## src/rtl/shpc_regs.svh

```systemverilog
// constants for the serial host pin control block
`ifndef SHPC_REGS_SVH
`define SHPC_REGS_SVH
`define SHPC_WORD_BITS       8
`define SHPC_CNT_BITS        4
`define SHPC_DIV_HALF        4'h4
`define SHPC_MODE_SPI_MASTER 2'h0
`define SHPC_MODE_SPI_SLAVE  2'h1
`define SHPC_MODE_I2C_SLAVE  2'h2
`define SHPC_MODE_I2C_MASTER 2'h3
`define SHPC_GP_DISC         2'h0
`define SHPC_GP_IN           2'h1
`define SHPC_GP_OUT          2'h2
`endif

```

## src/rtl/shpc_pkg.sv

```systemverilog
// types for the serial host pin control block
package shpc_pkg;
   typedef logic [1:0] shpc_mode_type;
   typedef logic [1:0] shpc_gp_type;
   typedef enum logic [1:0] {shpc_idle, shpc_run, shpc_wait} shpc_state_type;
endpackage

```

## src/rtl/shpc_sync_if.sv

```systemverilog
// interface carrying synchronised pin levels
`timescale 1ns/1ps
`default_nettype none
interface shpc_sync_if;
   logic sck;
   logic mosi;
   logic ss_n;
   logic host_request_n_n;
   logic addr0;
   logic addr2;
   modport src (output sck, mosi, ss_n, host_request_n_n, addr0, addr2);
   modport dst (input sck, mosi, ss_n, host_request_n_n, addr0, addr2);
endinterface
`default_nettype wire

```

## src/rtl/shpc_sync.sv

```systemverilog
// two-flop synchronisers for all pin inputs except miso, which shpc_top synchronises itself
`timescale 1ns/1ps
`default_nettype none
module shpc_sync
(
   input  wire logic  core_clk,
   input  wire logic  srst,
   input  wire logic  sck_in,
   input  wire logic  mosi_in,
   input  wire logic  ss_n_in,
   input  wire logic  host_request_n_n_in,
   input  wire logic  addr0_in,
   input  wire logic  addr2_in,
   shpc_sync_if.src   so
);
   logic [5:0] meta_reg;
   logic [5:0] sync_reg;
   always_ff @(posedge core_clk)
   begin
      if (srst)
      begin
         meta_reg <= 6'h3F;
         sync_reg <= 6'h3F;
      end
      else
      begin
         meta_reg <= {sck_in, mosi_in, ss_n_in, host_request_n_n_in, addr0_in, addr2_in};
         sync_reg <= meta_reg;
      end
   end
   assign so.sck    = sync_reg[5];
   assign so.mosi   = sync_reg[4];
   assign so.ss_n   = sync_reg[3];
   assign so.host_request_n_n = sync_reg[2];
   assign so.addr0  = sync_reg[1];
   assign so.addr2  = sync_reg[0];
endmodule
`default_nettype wire

```

## src/rtl/shpc_top.sv

```systemverilog
// serial host pin control: spi pins, address straps, host request
`timescale 1ns/1ps
`default_nettype none
`include "shpc_regs.svh"
module shpc_top
(
   input  wire logic               core_clk,
   input  wire logic               srst,
   input  wire shpc_pkg::shpc_mode_type mode,
   input  wire logic               cpol,
   input  wire logic               cpha,
   input  wire logic               host_request_n_handshake,
   input  wire shpc_pkg::shpc_gp_type gp_dir,
   input  wire logic               gp_out_val,
   input  wire logic [7:0]         tx_word,
   input  wire logic               tx_ready,
   input  wire logic               bus_err_clr,
   input  wire logic               sck_in,
   input  wire logic               mosi_in,
   input  wire logic               ss_n_in,
   input  wire logic               host_request_n_n_in,
   input  wire logic               addr0_in,
   input  wire logic               addr2_in,
   input  wire logic               miso_in,
   output logic                    sck_out,
   output logic                    sck_oe,
   output logic                    mosi_out,
   output logic                    mosi_oe,
   output logic                    miso_out,
   output logic                    miso_oe,
   output logic                    host_request_n_n_out,
   output logic                    host_request_n_n_oe,
   output logic                    addr0_oe,
   output logic [1:0]              slave_addr_bits,
   output logic                    gp_in_val,
   output logic                    bus_error,
   output logic [7:0]              rx_word,
   output logic                    rx_valid
);
   import shpc_pkg::*;

   shpc_sync_if s ();
   shpc_sync u_sync
   (
      .core_clk  (core_clk),
      .srst      (srst),
      .sck_in    (sck_in),
      .mosi_in   (mosi_in),
      .ss_n_in   (ss_n_in),
      .host_request_n_n_in (host_request_n_n_in),
      .addr0_in  (addr0_in),
      .addr2_in  (addr2_in),
      .so        (s)
   );

   logic            miso_m1_reg;
   logic            miso_m2_reg;
   logic            sck_prev_reg;
   logic            host_request_n_prev_reg;
   logic            host_request_n_armed_reg;
   shpc_state_type  state_reg;
   logic [3:0]      div_reg;
   logic [3:0]      bit_reg;
   logic [7:0]      sh_reg;
   logic [7:0]      rx_reg;
   logic            msck_reg;

   wire is_master   = (mode == `SHPC_MODE_SPI_MASTER);
   wire is_slave    = (mode == `SHPC_MODE_SPI_SLAVE);
   wire is_i2c_slv  = (mode == `SHPC_MODE_I2C_SLAVE);
   wire slv_sel     = is_slave && !s.ss_n;
   wire sck_rise    = s.sck && !sck_prev_reg;
   wire sck_fall    = !s.sck && sck_prev_reg;
   wire lead_edge   = cpol ? sck_fall : sck_rise;
   wire trail_edge  = cpol ? sck_rise : sck_fall;
   wire samp_edge   = cpha ? trail_edge : lead_edge;
   wire shift_edge  = cpha ? lead_edge : trail_edge;
   wire first_clk   = slv_sel && lead_edge && (bit_reg == 4'h0);
   wire last_bit    = (bit_reg == 4'h7);
   wire div_tick    = (div_reg == `SHPC_DIV_HALF - 4'h1);
   wire host_request_n_fell   = host_request_n_prev_reg && !s.host_request_n_n;
   // start only on a fresh request
   wire m_start     = is_master && host_request_n_handshake && host_request_n_armed_reg && !s.host_request_n_n && tx_ready;
   wire m_lead      = div_tick && (msck_reg == cpol);
   wire m_trail     = div_tick && (msck_reg != cpol);

   always_ff @(posedge core_clk)
   begin
      if (srst)
      begin
         miso_m1_reg    <= 1'h0;
         miso_m2_reg    <= 1'h0;
         sck_prev_reg   <= 1'h1;
         host_request_n_prev_reg  <= 1'h1;
         host_request_n_armed_reg <= 1'h0;
      end
      else
      begin
         miso_m1_reg    <= miso_in;
         miso_m2_reg    <= miso_m1_reg;
         sck_prev_reg   <= s.sck;
         host_request_n_prev_reg  <= s.host_request_n_n;
         if (host_request_n_fell)
            host_request_n_armed_reg <= 1'h1;
         else if (m_start)
            host_request_n_armed_reg <= 1'h0;
      end
   end

   // master clock divider and master/slave shift engine
   always_ff @(posedge core_clk)
   begin
      if (srst)
      begin
         state_reg <= shpc_idle;
         div_reg   <= 4'h0;
         bit_reg   <= 4'h0;
         sh_reg    <= 8'h00;
         rx_reg    <= 8'h00;
         msck_reg  <= 1'h0;
         rx_valid  <= 1'h0;
      end
      else
      begin
         rx_valid <= 1'h0;
         case (state_reg)
            shpc_idle:
            begin
               msck_reg <= cpol;
               div_reg  <= 4'h0;
               bit_reg  <= 4'h0;
               if (m_start)
               begin
                  sh_reg    <= tx_word;
                  state_reg <= shpc_run;
               end
               else if (slv_sel && tx_ready)
               begin
                  sh_reg    <= tx_word;
                  state_reg <= shpc_wait;
               end
            end
            shpc_run:
            begin
               div_reg <= div_tick ? 4'h0 : div_reg + 4'h1;
               if (div_tick)
                  msck_reg <= !msck_reg;
               if ((m_lead && !cpha) || (m_trail && cpha))
                  rx_reg <= {rx_reg[6:0], miso_m2_reg};
               if ((m_trail && !cpha) || (m_lead && cpha && bit_reg != 4'h0))
                  sh_reg <= {sh_reg[6:0], 1'h0};
               if (m_trail)
               begin
                  bit_reg <= bit_reg + 4'h1;
                  if (last_bit)
                  begin
                     rx_valid  <= 1'h1;
                     state_reg <= shpc_idle;
                  end
               end
            end
            shpc_wait:
            begin
               if (!slv_sel)
                  state_reg <= shpc_idle;
               else
               begin
                  if (samp_edge)
                     rx_reg <= {rx_reg[6:0], s.mosi};
                  if (shift_edge && !(cpha && bit_reg == 4'h0))
                     sh_reg <= {sh_reg[6:0], 1'h0};
                  if (trail_edge)
                  begin
                     bit_reg <= bit_reg + 4'h1;
                     if (last_bit)
                     begin
                        rx_valid  <= 1'h1;
                        state_reg <= shpc_idle;
                     end
                  end
               end
            end
            default:
               state_reg <= shpc_idle;
         endcase
      end
   end

   // pin drivers
   always_ff @(posedge core_clk)
   begin
      if (srst)
      begin
         sck_out         <= 1'h0;
         sck_oe          <= 1'h0;
         mosi_out        <= 1'h0;
         mosi_oe         <= 1'h0;
         miso_out        <= 1'h0;
         miso_oe         <= 1'h0;
         host_request_n_n_out      <= 1'h1;
         host_request_n_n_oe       <= 1'h0;
         addr0_oe        <= 1'h0;
         slave_addr_bits <= 2'h0;
         gp_in_val       <= 1'h0;
         bus_error       <= 1'h0;
         rx_word         <= 8'h00;
      end
      else
      begin
         sck_out  <= (state_reg == shpc_run) ? msck_reg : cpol;
         sck_oe   <= is_master;
         mosi_out <= sh_reg[7];
         mosi_oe  <= is_master;
         miso_out <= sh_reg[7];
         miso_oe  <= slv_sel;
         addr0_oe <= 1'h0;
         slave_addr_bits <= is_i2c_slv ? {s.addr2, s.addr0} : 2'h0;
         if (is_master && !s.ss_n)
            bus_error <= 1'h1;
         else if (bus_err_clr)
            bus_error <= 1'h0;
         if (rx_valid)
            rx_word <= rx_reg;
         if (host_request_n_handshake)
         begin
            host_request_n_n_oe <= is_slave;
            if (first_clk || !is_slave)
               host_request_n_n_out <= 1'h1;
            else if (state_reg == shpc_idle && tx_ready)
               host_request_n_n_out <= 1'h0;
            gp_in_val <= 1'h0;
         end
         else
         begin
            host_request_n_n_oe  <= (gp_dir == `SHPC_GP_OUT);
            host_request_n_n_out <= gp_out_val;
            gp_in_val  <= (gp_dir == `SHPC_GP_IN) ? s.host_request_n_n : 1'h0;
         end
      end
   end
endmodule
`default_nettype wire

```

## config.mk

```make
export PLATFORM = sky130hd
export DESIGN_NAME = shpc_top
export DESIGN_NICKNAME = d
export VERILOG_FILES = /design/src/rtl/shpc_pkg.sv /design/src/rtl/shpc_sync_if.sv /design/src/rtl/shpc_sync.sv /design/src/rtl/shpc_top.sv
export VERILOG_INCLUDE_DIRS = /design/src /design/src/rtl
export SDC_FILE = /design/constraint.sdc
export NUM_CORES = 1
export LEC_CHECK = 0
export BUFFER_PORTS_ARGS = -buffer_cell sky130_fd_sc_hd__buf_2
export CORE_ASPECT_RATIO = 1.5
export CORE_MARGIN = 2
export CORE_UTILIZATION = 60
export CTS_BUF_LIST = sky130_fd_sc_hd__clkbuf_8
export DETAILED_ROUTE_END_ITERATION = 7
export GPL_TIMING_DRIVEN = 0
export PLACE_DENSITY = 0.95
export SLEW_MARGIN = 20
export SYNTH_ARGS = -nofsm -noshare
export SYNTH_HDL_FRONTEND = slang
export SYNTH_SLANG_ARGS = --single-unit
```

## constraint.sdc

```tcl
create_clock -name core_clk -period 3.9 [get_ports core_clk]
set_input_delay 0.585 -clock core_clk [delete_from_list [all_inputs] [get_ports core_clk]]
set_output_delay 0.585 -clock core_clk [all_outputs]
set_load 0.005 [all_outputs]
```

==> Word level (Yosys, flattened, before mapping) <==
Cells that the tools add are included.
{ "classes": {"addsub": 2, "n_eq_ne": 21, "n_mux": 43, "n_bitwise": 2, "n_reduce_logical": 49} }
{ "op_table": {"columns": ["operator", "n"], "rows": [
  ["8-bit two-way mux", 8],
  ["8-bit case mux with 3 select lines", 1],
  ["1-bit logical AND", 22],
  ["1-bit two-way mux", 18],
  ["4-bit two-way mux", 4],
  ["2-bit inequality test, second input constant", 8],
  ["8-bit case mux with 2 select lines", 1],
  ["2-bit two-way mux", 6],
  ["4-bit case mux with 3 select lines", 1],
  ["4-bit by 1-bit adder with 4-bit output, second input constant", 2],
  ["1-bit zero test", 8],
  ["4-bit case mux with 2 select lines", 1],
  ["4-bit AND reduction", 2],
  ["2-bit nonzero test", 4],
  ["2-bit by 1-bit equality test with 1-bit output, second input constant", 3],
  ["2-bit equality test, second input constant", 3],
  ["3-bit inequality test, second input constant", 2],
  ["2-bit case mux with 3 select lines", 1],
  ["5-bit AND reduction", 1],
  ["4-bit by 2-bit equality test with 1-bit output, second input constant", 1],
  ["4-bit by 3-bit equality test with 1-bit output, second input constant", 1],
  ["2-bit zero test", 2],
  ["4-bit zero test", 1],
  ["1-bit case mux with 2 select lines", 2],
  ["other kinds (11)", 14]
]} }
{ "word_totals": {"reg_bits": 63, "in_bits": 27, "output_inout_bits": 22} }

==> Longest topological paths before layout <==
{ "logic_depth": {"depth_word": 8, "depth_mapped": 9} }

==> Modules after synthesis <==
Synthesis repeated with hierarchy kept, for this count alone.
{ "hier_totals": {"hier_cells": 280, "hier_area_um2": 2737.6} }
{ "modules_own_cells": {"columns": ["module", "instances", "cells_per_inst", "area_per_inst_um2", "seq_area_each_um2"], "rows": [
  ["shpc_top", 1, 255, 2417.3, 1021.0],
  ["shpc_sync", 1, 25, 320.3, 240.2]
]} }

==> Worst setup path after synthesis <==
Ideal clock, no wire load.
{ "synth_path": {"kind": "input to register", "from": "input port cpol", "to": "register sh_reg[7]", "arrival_time_ps": 2093, "required_ps": 3779, "path_slack_ps": 1685, "cell_stages": 7, "path_cell_list": "clkbuf_8 xnor2_2 or4_4 o211ai_4 and3_1 buf_6 mux2_4"} }
{ "synth_between": {"elab_chain_cells": 7, "word_cells_on_any_way": 15, "cone_classes": "eq/ne (4); mux (3); reduce/logical (8)"} }
{ "synth_lines": {"columns": ["element", "line_no", "source"], "rows": [
  ["start: declaration", "shpc_top.sv:10", "input wire logic cpol,"],
  ["1-bit equality test", "shpc_top.sv:84", "wire m_lead = div_tick && (msck_reg == cpol);"],
  ["1-bit logical AND", "shpc_top.sv:84", null],
  ["1-bit logical AND (2 in a row)", "shpc_top.sv:150", "if ((m_trail && !cpha) || (m_lead && cpha && bit_reg != 4'h0))"],
  ["1-bit logical OR", "shpc_top.sv:150", null],
  ["2-bit inequality test (no source line)", null, null],
  ["5-bit AND reduction (no source line) (*)", null, null],
  ["end signal: assignment", "shpc_top.sv:139", "sh_reg <= tx_word;"],
  ["end signal: assignment", "shpc_top.sv:151", "sh_reg <= {sh_reg[6:0], 1'h0};"],
  ["end signal: assignment", "shpc_top.sv:171", "sh_reg <= {sh_reg[6:0], 1'h0};"],
  ["end: declaration", "shpc_top.sv:64", "logic [7:0] sh_reg;"]
]} }
Mark *: on every way between the ends. The rest lies on a longest branch, timed or not.
A chain may end at the register's enable or synchronous reset.

==> Worst setup path after layout <==
{ "layout_path": {"from": "register state_reg[0]", "to": "register sh_reg[7]"} }
{ "layout_between": {"elab_chain_cells": 3, "word_cells_on_any_way": 10, "cone_classes": "eq/ne (6); mux (1); reduce/logical (3)"} }
{ "layout_lines": {"columns": ["element", "line_no", "source"], "rows": [
  ["start: declaration", "shpc_top.sv:61", "shpc_state_type state_reg;"],
  ["start signal: assignment", "shpc_top.sv:115", "state_reg <= shpc_idle;"],
  ["start signal: assignment", "shpc_top.sv:135", "state_reg <= shpc_run;"],
  ["start signal: assignment", "shpc_top.sv:140", "state_reg <= shpc_wait;"],
  ["2-bit equality test (tied with other cells)", "shpc_top.sv:126", "case (state_reg)"],
  ["2-bit inequality test (no source line) (tied with other cells)", null, null],
  ["5-bit AND reduction (no source line)", null, null],
  ["end signal: assignment", "shpc_top.sv:134", "sh_reg <= tx_word;"],
  ["end signal: assignment", "shpc_top.sv:139", null],
  ["end signal: assignment", "shpc_top.sv:151", null]
]} }
Parallel ways exist; a longest one is shown, timed or not.

==> metrics <==
status finished clean; Post-CTS Setup Inserts 0; Max Freq 419.2 MHz; RR Startpoint state_reg[0]; clock net sink count 63; Syn Area/Cell 9.978 um2; drt via density 5.832; pin slew with the least headroom to its limit 0.6414 ns; Boundary Pins 49; Nets 370; WL/cell 16.26 um; DR vias 2263; Post-DP HPWL 4.467 mm; Placer Congestion 0.8364; setup ws final 1.515 ns; Netlist cell types 55; initial antenna violation count 0; Leakage 1.336 nW; area delta synth->final 17.53%; MaxCap Viol Count 0; critical path launch point type flip-flop; Met3 Wirelength 306 um; Clock transition at path regs 0.07 ns; Syn Inst Count 279; Antenna Cells 0; DR pass1 iterations 4; register area share after synthesis 0.4530; hold_sp u_sync.meta_reg[2]; worst min-delay path category flip-flop to flip-flop; cells resized by post-CTS repair 0; number of routed nets with antenna violations 0; Final Skew 0.004249 ns; reg2reg end sh_reg[7]; yosys warns 0; Worst EP arrival 2.62 ns; Post-synth EDFFs 0; CTS tree yes; endpoints failing setup 0; die width 59.62 um; Overall Global Routing Usage 0.2634; FFs w/ async S/R, synth 0; largest net degree at the start of global routing 11; first-pass GRT wire length 9.991 mm; Hold-fix buffers, CTS 0; met2 routed WL 3.449 mm; Overflow after GRT 0; Top Layer Used met4; crit path kind flip-flop to flip-flop; Initial Util 0.6181; crit-path max FO 9; final worst-path cycle share 0.6116; number of synthesized register bits 63; slew margin rel. 0.5715; Worst-Skew Late Latency 0.34 ns; Peak VDD IR 0.0003684 V; RSZ-0062 raised after global routing no; Die H 87.43 um; crit path time final 2.385 ns; layout cells sized above 1 0.2882; met1 WL 2.381 mm; worst-case clock buffer depth 2; vias in the first global route 2190; DP Worst Slack 1.345 ns; DR DRC count 0; ys flop type dfxtp_1; Req. time, crit path 4.14 ns; R2R setup slack 1.51 ns; Worst Setup End Kind flip-flop; Core ar. 4504 um2; Hold Fails Final Rpt 0; hold endpoint u_sync.sync_reg[2]; total CTS buffers 9; Root Buffer clkbuf_8; Die ar. 5212 um2; mapped cell area 2784 um2; Pins Over Slew Limit 0; setup TNS 0 ns; # port buffers 46; number of DRC markers in iteration 0 92; Filler cells 321; final WL 6.309 mm; worst hold stages 1; R2R depth 9; FP Rows 30; power per standard cell area 471.3 nW/um2; htree depth 3; syn nets 313
-- cells in the mapped netlist (3+ instances only) --
cell type / count / area, um2
a21oi_1: 13 / 65.06
nor3b_1: 4 / 30.03
a31oi_1: 6 / 37.54
inv_1: 6 / 22.52
nor2_1: 23 / 86.33
mux2i_1: 26 / 260.3
ha_1: 7 / 87.58
nand2_1: 20 / 75.07
a211oi_1: 6 / 45.04
nand3_1: 6 / 30.03
and3_1: 3 / 18.77
clkbuf_1: 8 / 30.03
or2_2: 15 / 93.84
o21ai_0: 10 / 50.05
dfxtp_1: 63 / 1261
nor2b_1: 8 / 50.05
buf_4: 3 / 22.52
clkbuf_8: 3 / 41.29
nand3b_1: 4 / 30.03
-- power by group --
part | internal (mW) | switching, mW | leakage [nW]
registers | 0.678 | 0.0194 | 0.513
logic | 0.131 | 0.147 | 0.720
clock network | 0.323 | 0.244 | 0.103
-- per-layer routing --
metal	global-route usage	up-vias
li1	-	1092
met1	0.2844	1084
met2	0.4605	72
met3	0.07429	15
met4	0.1253	0
met5	0	-
-- metrics by stage --
stage / utilization / total power [mW] / hold WS (ns) / instance area [um2] / std cells
final: 0.7264 / 1.542 / 0.4170 / 3272 / 388
after global routing: 0.7264 / 1.600 / 0.4126 / 3272 / 388
after CTS: 0.7264 / 1.543 / 0.4066 / 3272 / 388
after detailed placement: 0.6825 / 0.9830 / 0.3989 / 3074 / 373
after global placement: 0.6825 / 0.9688 / 0.3915 / 3074 / 373
after floorplan: - / 0.9121 / 0.3895 / 2784 / 279
-- cell type report --
class	count	area [um2]	area share
Inverter	6	22.52	0.006883
Clock buffer	11	151.4	0.04627
Sequential cell	63	1261	0.3855
Buffer	18	145.1	0.04436
Clock inverter	4	46.29	0.01415
Multi-Input combinational cell	192	1355	0.4141
Timing Repair Buffer	46	230.2	0.07036
Tap cell	48	60.06	0.01836
-- worst max-delay path, stage by stage, from the launching register on --
cell and delay [ns]:
dfxtp_1 0.35, inv_1 0.10, ha_1 0.15, bufbuf_16 0.25
nor2_1 0.06, or2_2 0.32, a32oi_2 0.37, and3_1 0.24
buf_6 0.14, mux2_4 0.30
-- worst max-delay path by stage --
stage                 start        end  slack (ns)  depth (start not counted)
2_1_floorplan          cpol  sh_reg[7]        1.69                          7
3_5_place_dp        mode[0]  sh_reg[7]        1.34                          7
5_1_grt        state_reg[0]  sh_reg[7]        1.40                          9
3_3_place_gp        mode[0]  sh_reg[7]        1.41                          7
4_1_cts        state_reg[0]  sh_reg[7]        1.54                          9
6_report       state_reg[0]  sh_reg[7]        1.51                          9
-- placed cells by master, fill, tap and decap left out, types with 7 or more instances in the layout --
cell type	n
a21oi_1	13
buf_2	46
clkbuf_1	8
clkbuf_8	14
dfxtp_1	63
ha_1	7
inv_1	7
mux2i_1	26
nand2_1	20
nor2_1	23
nor2b_1	8
o21ai_0	10
or2_2	15
-- cell families after synthesis --
kind of cell,Yosys count,share of synthesized area
and+or+nand+nor,100,0.2031
adders and majority gates,7,0.03146
muxes,29,0.1070
buffers and inverters,24,0.06022
AOI/OAI and AO/OA,53,0.1348
xor gates and xnor gates,2,0.008991
DFF,63,0.4530
other,1,0.001347
Power figures use the tool's default switching activity.
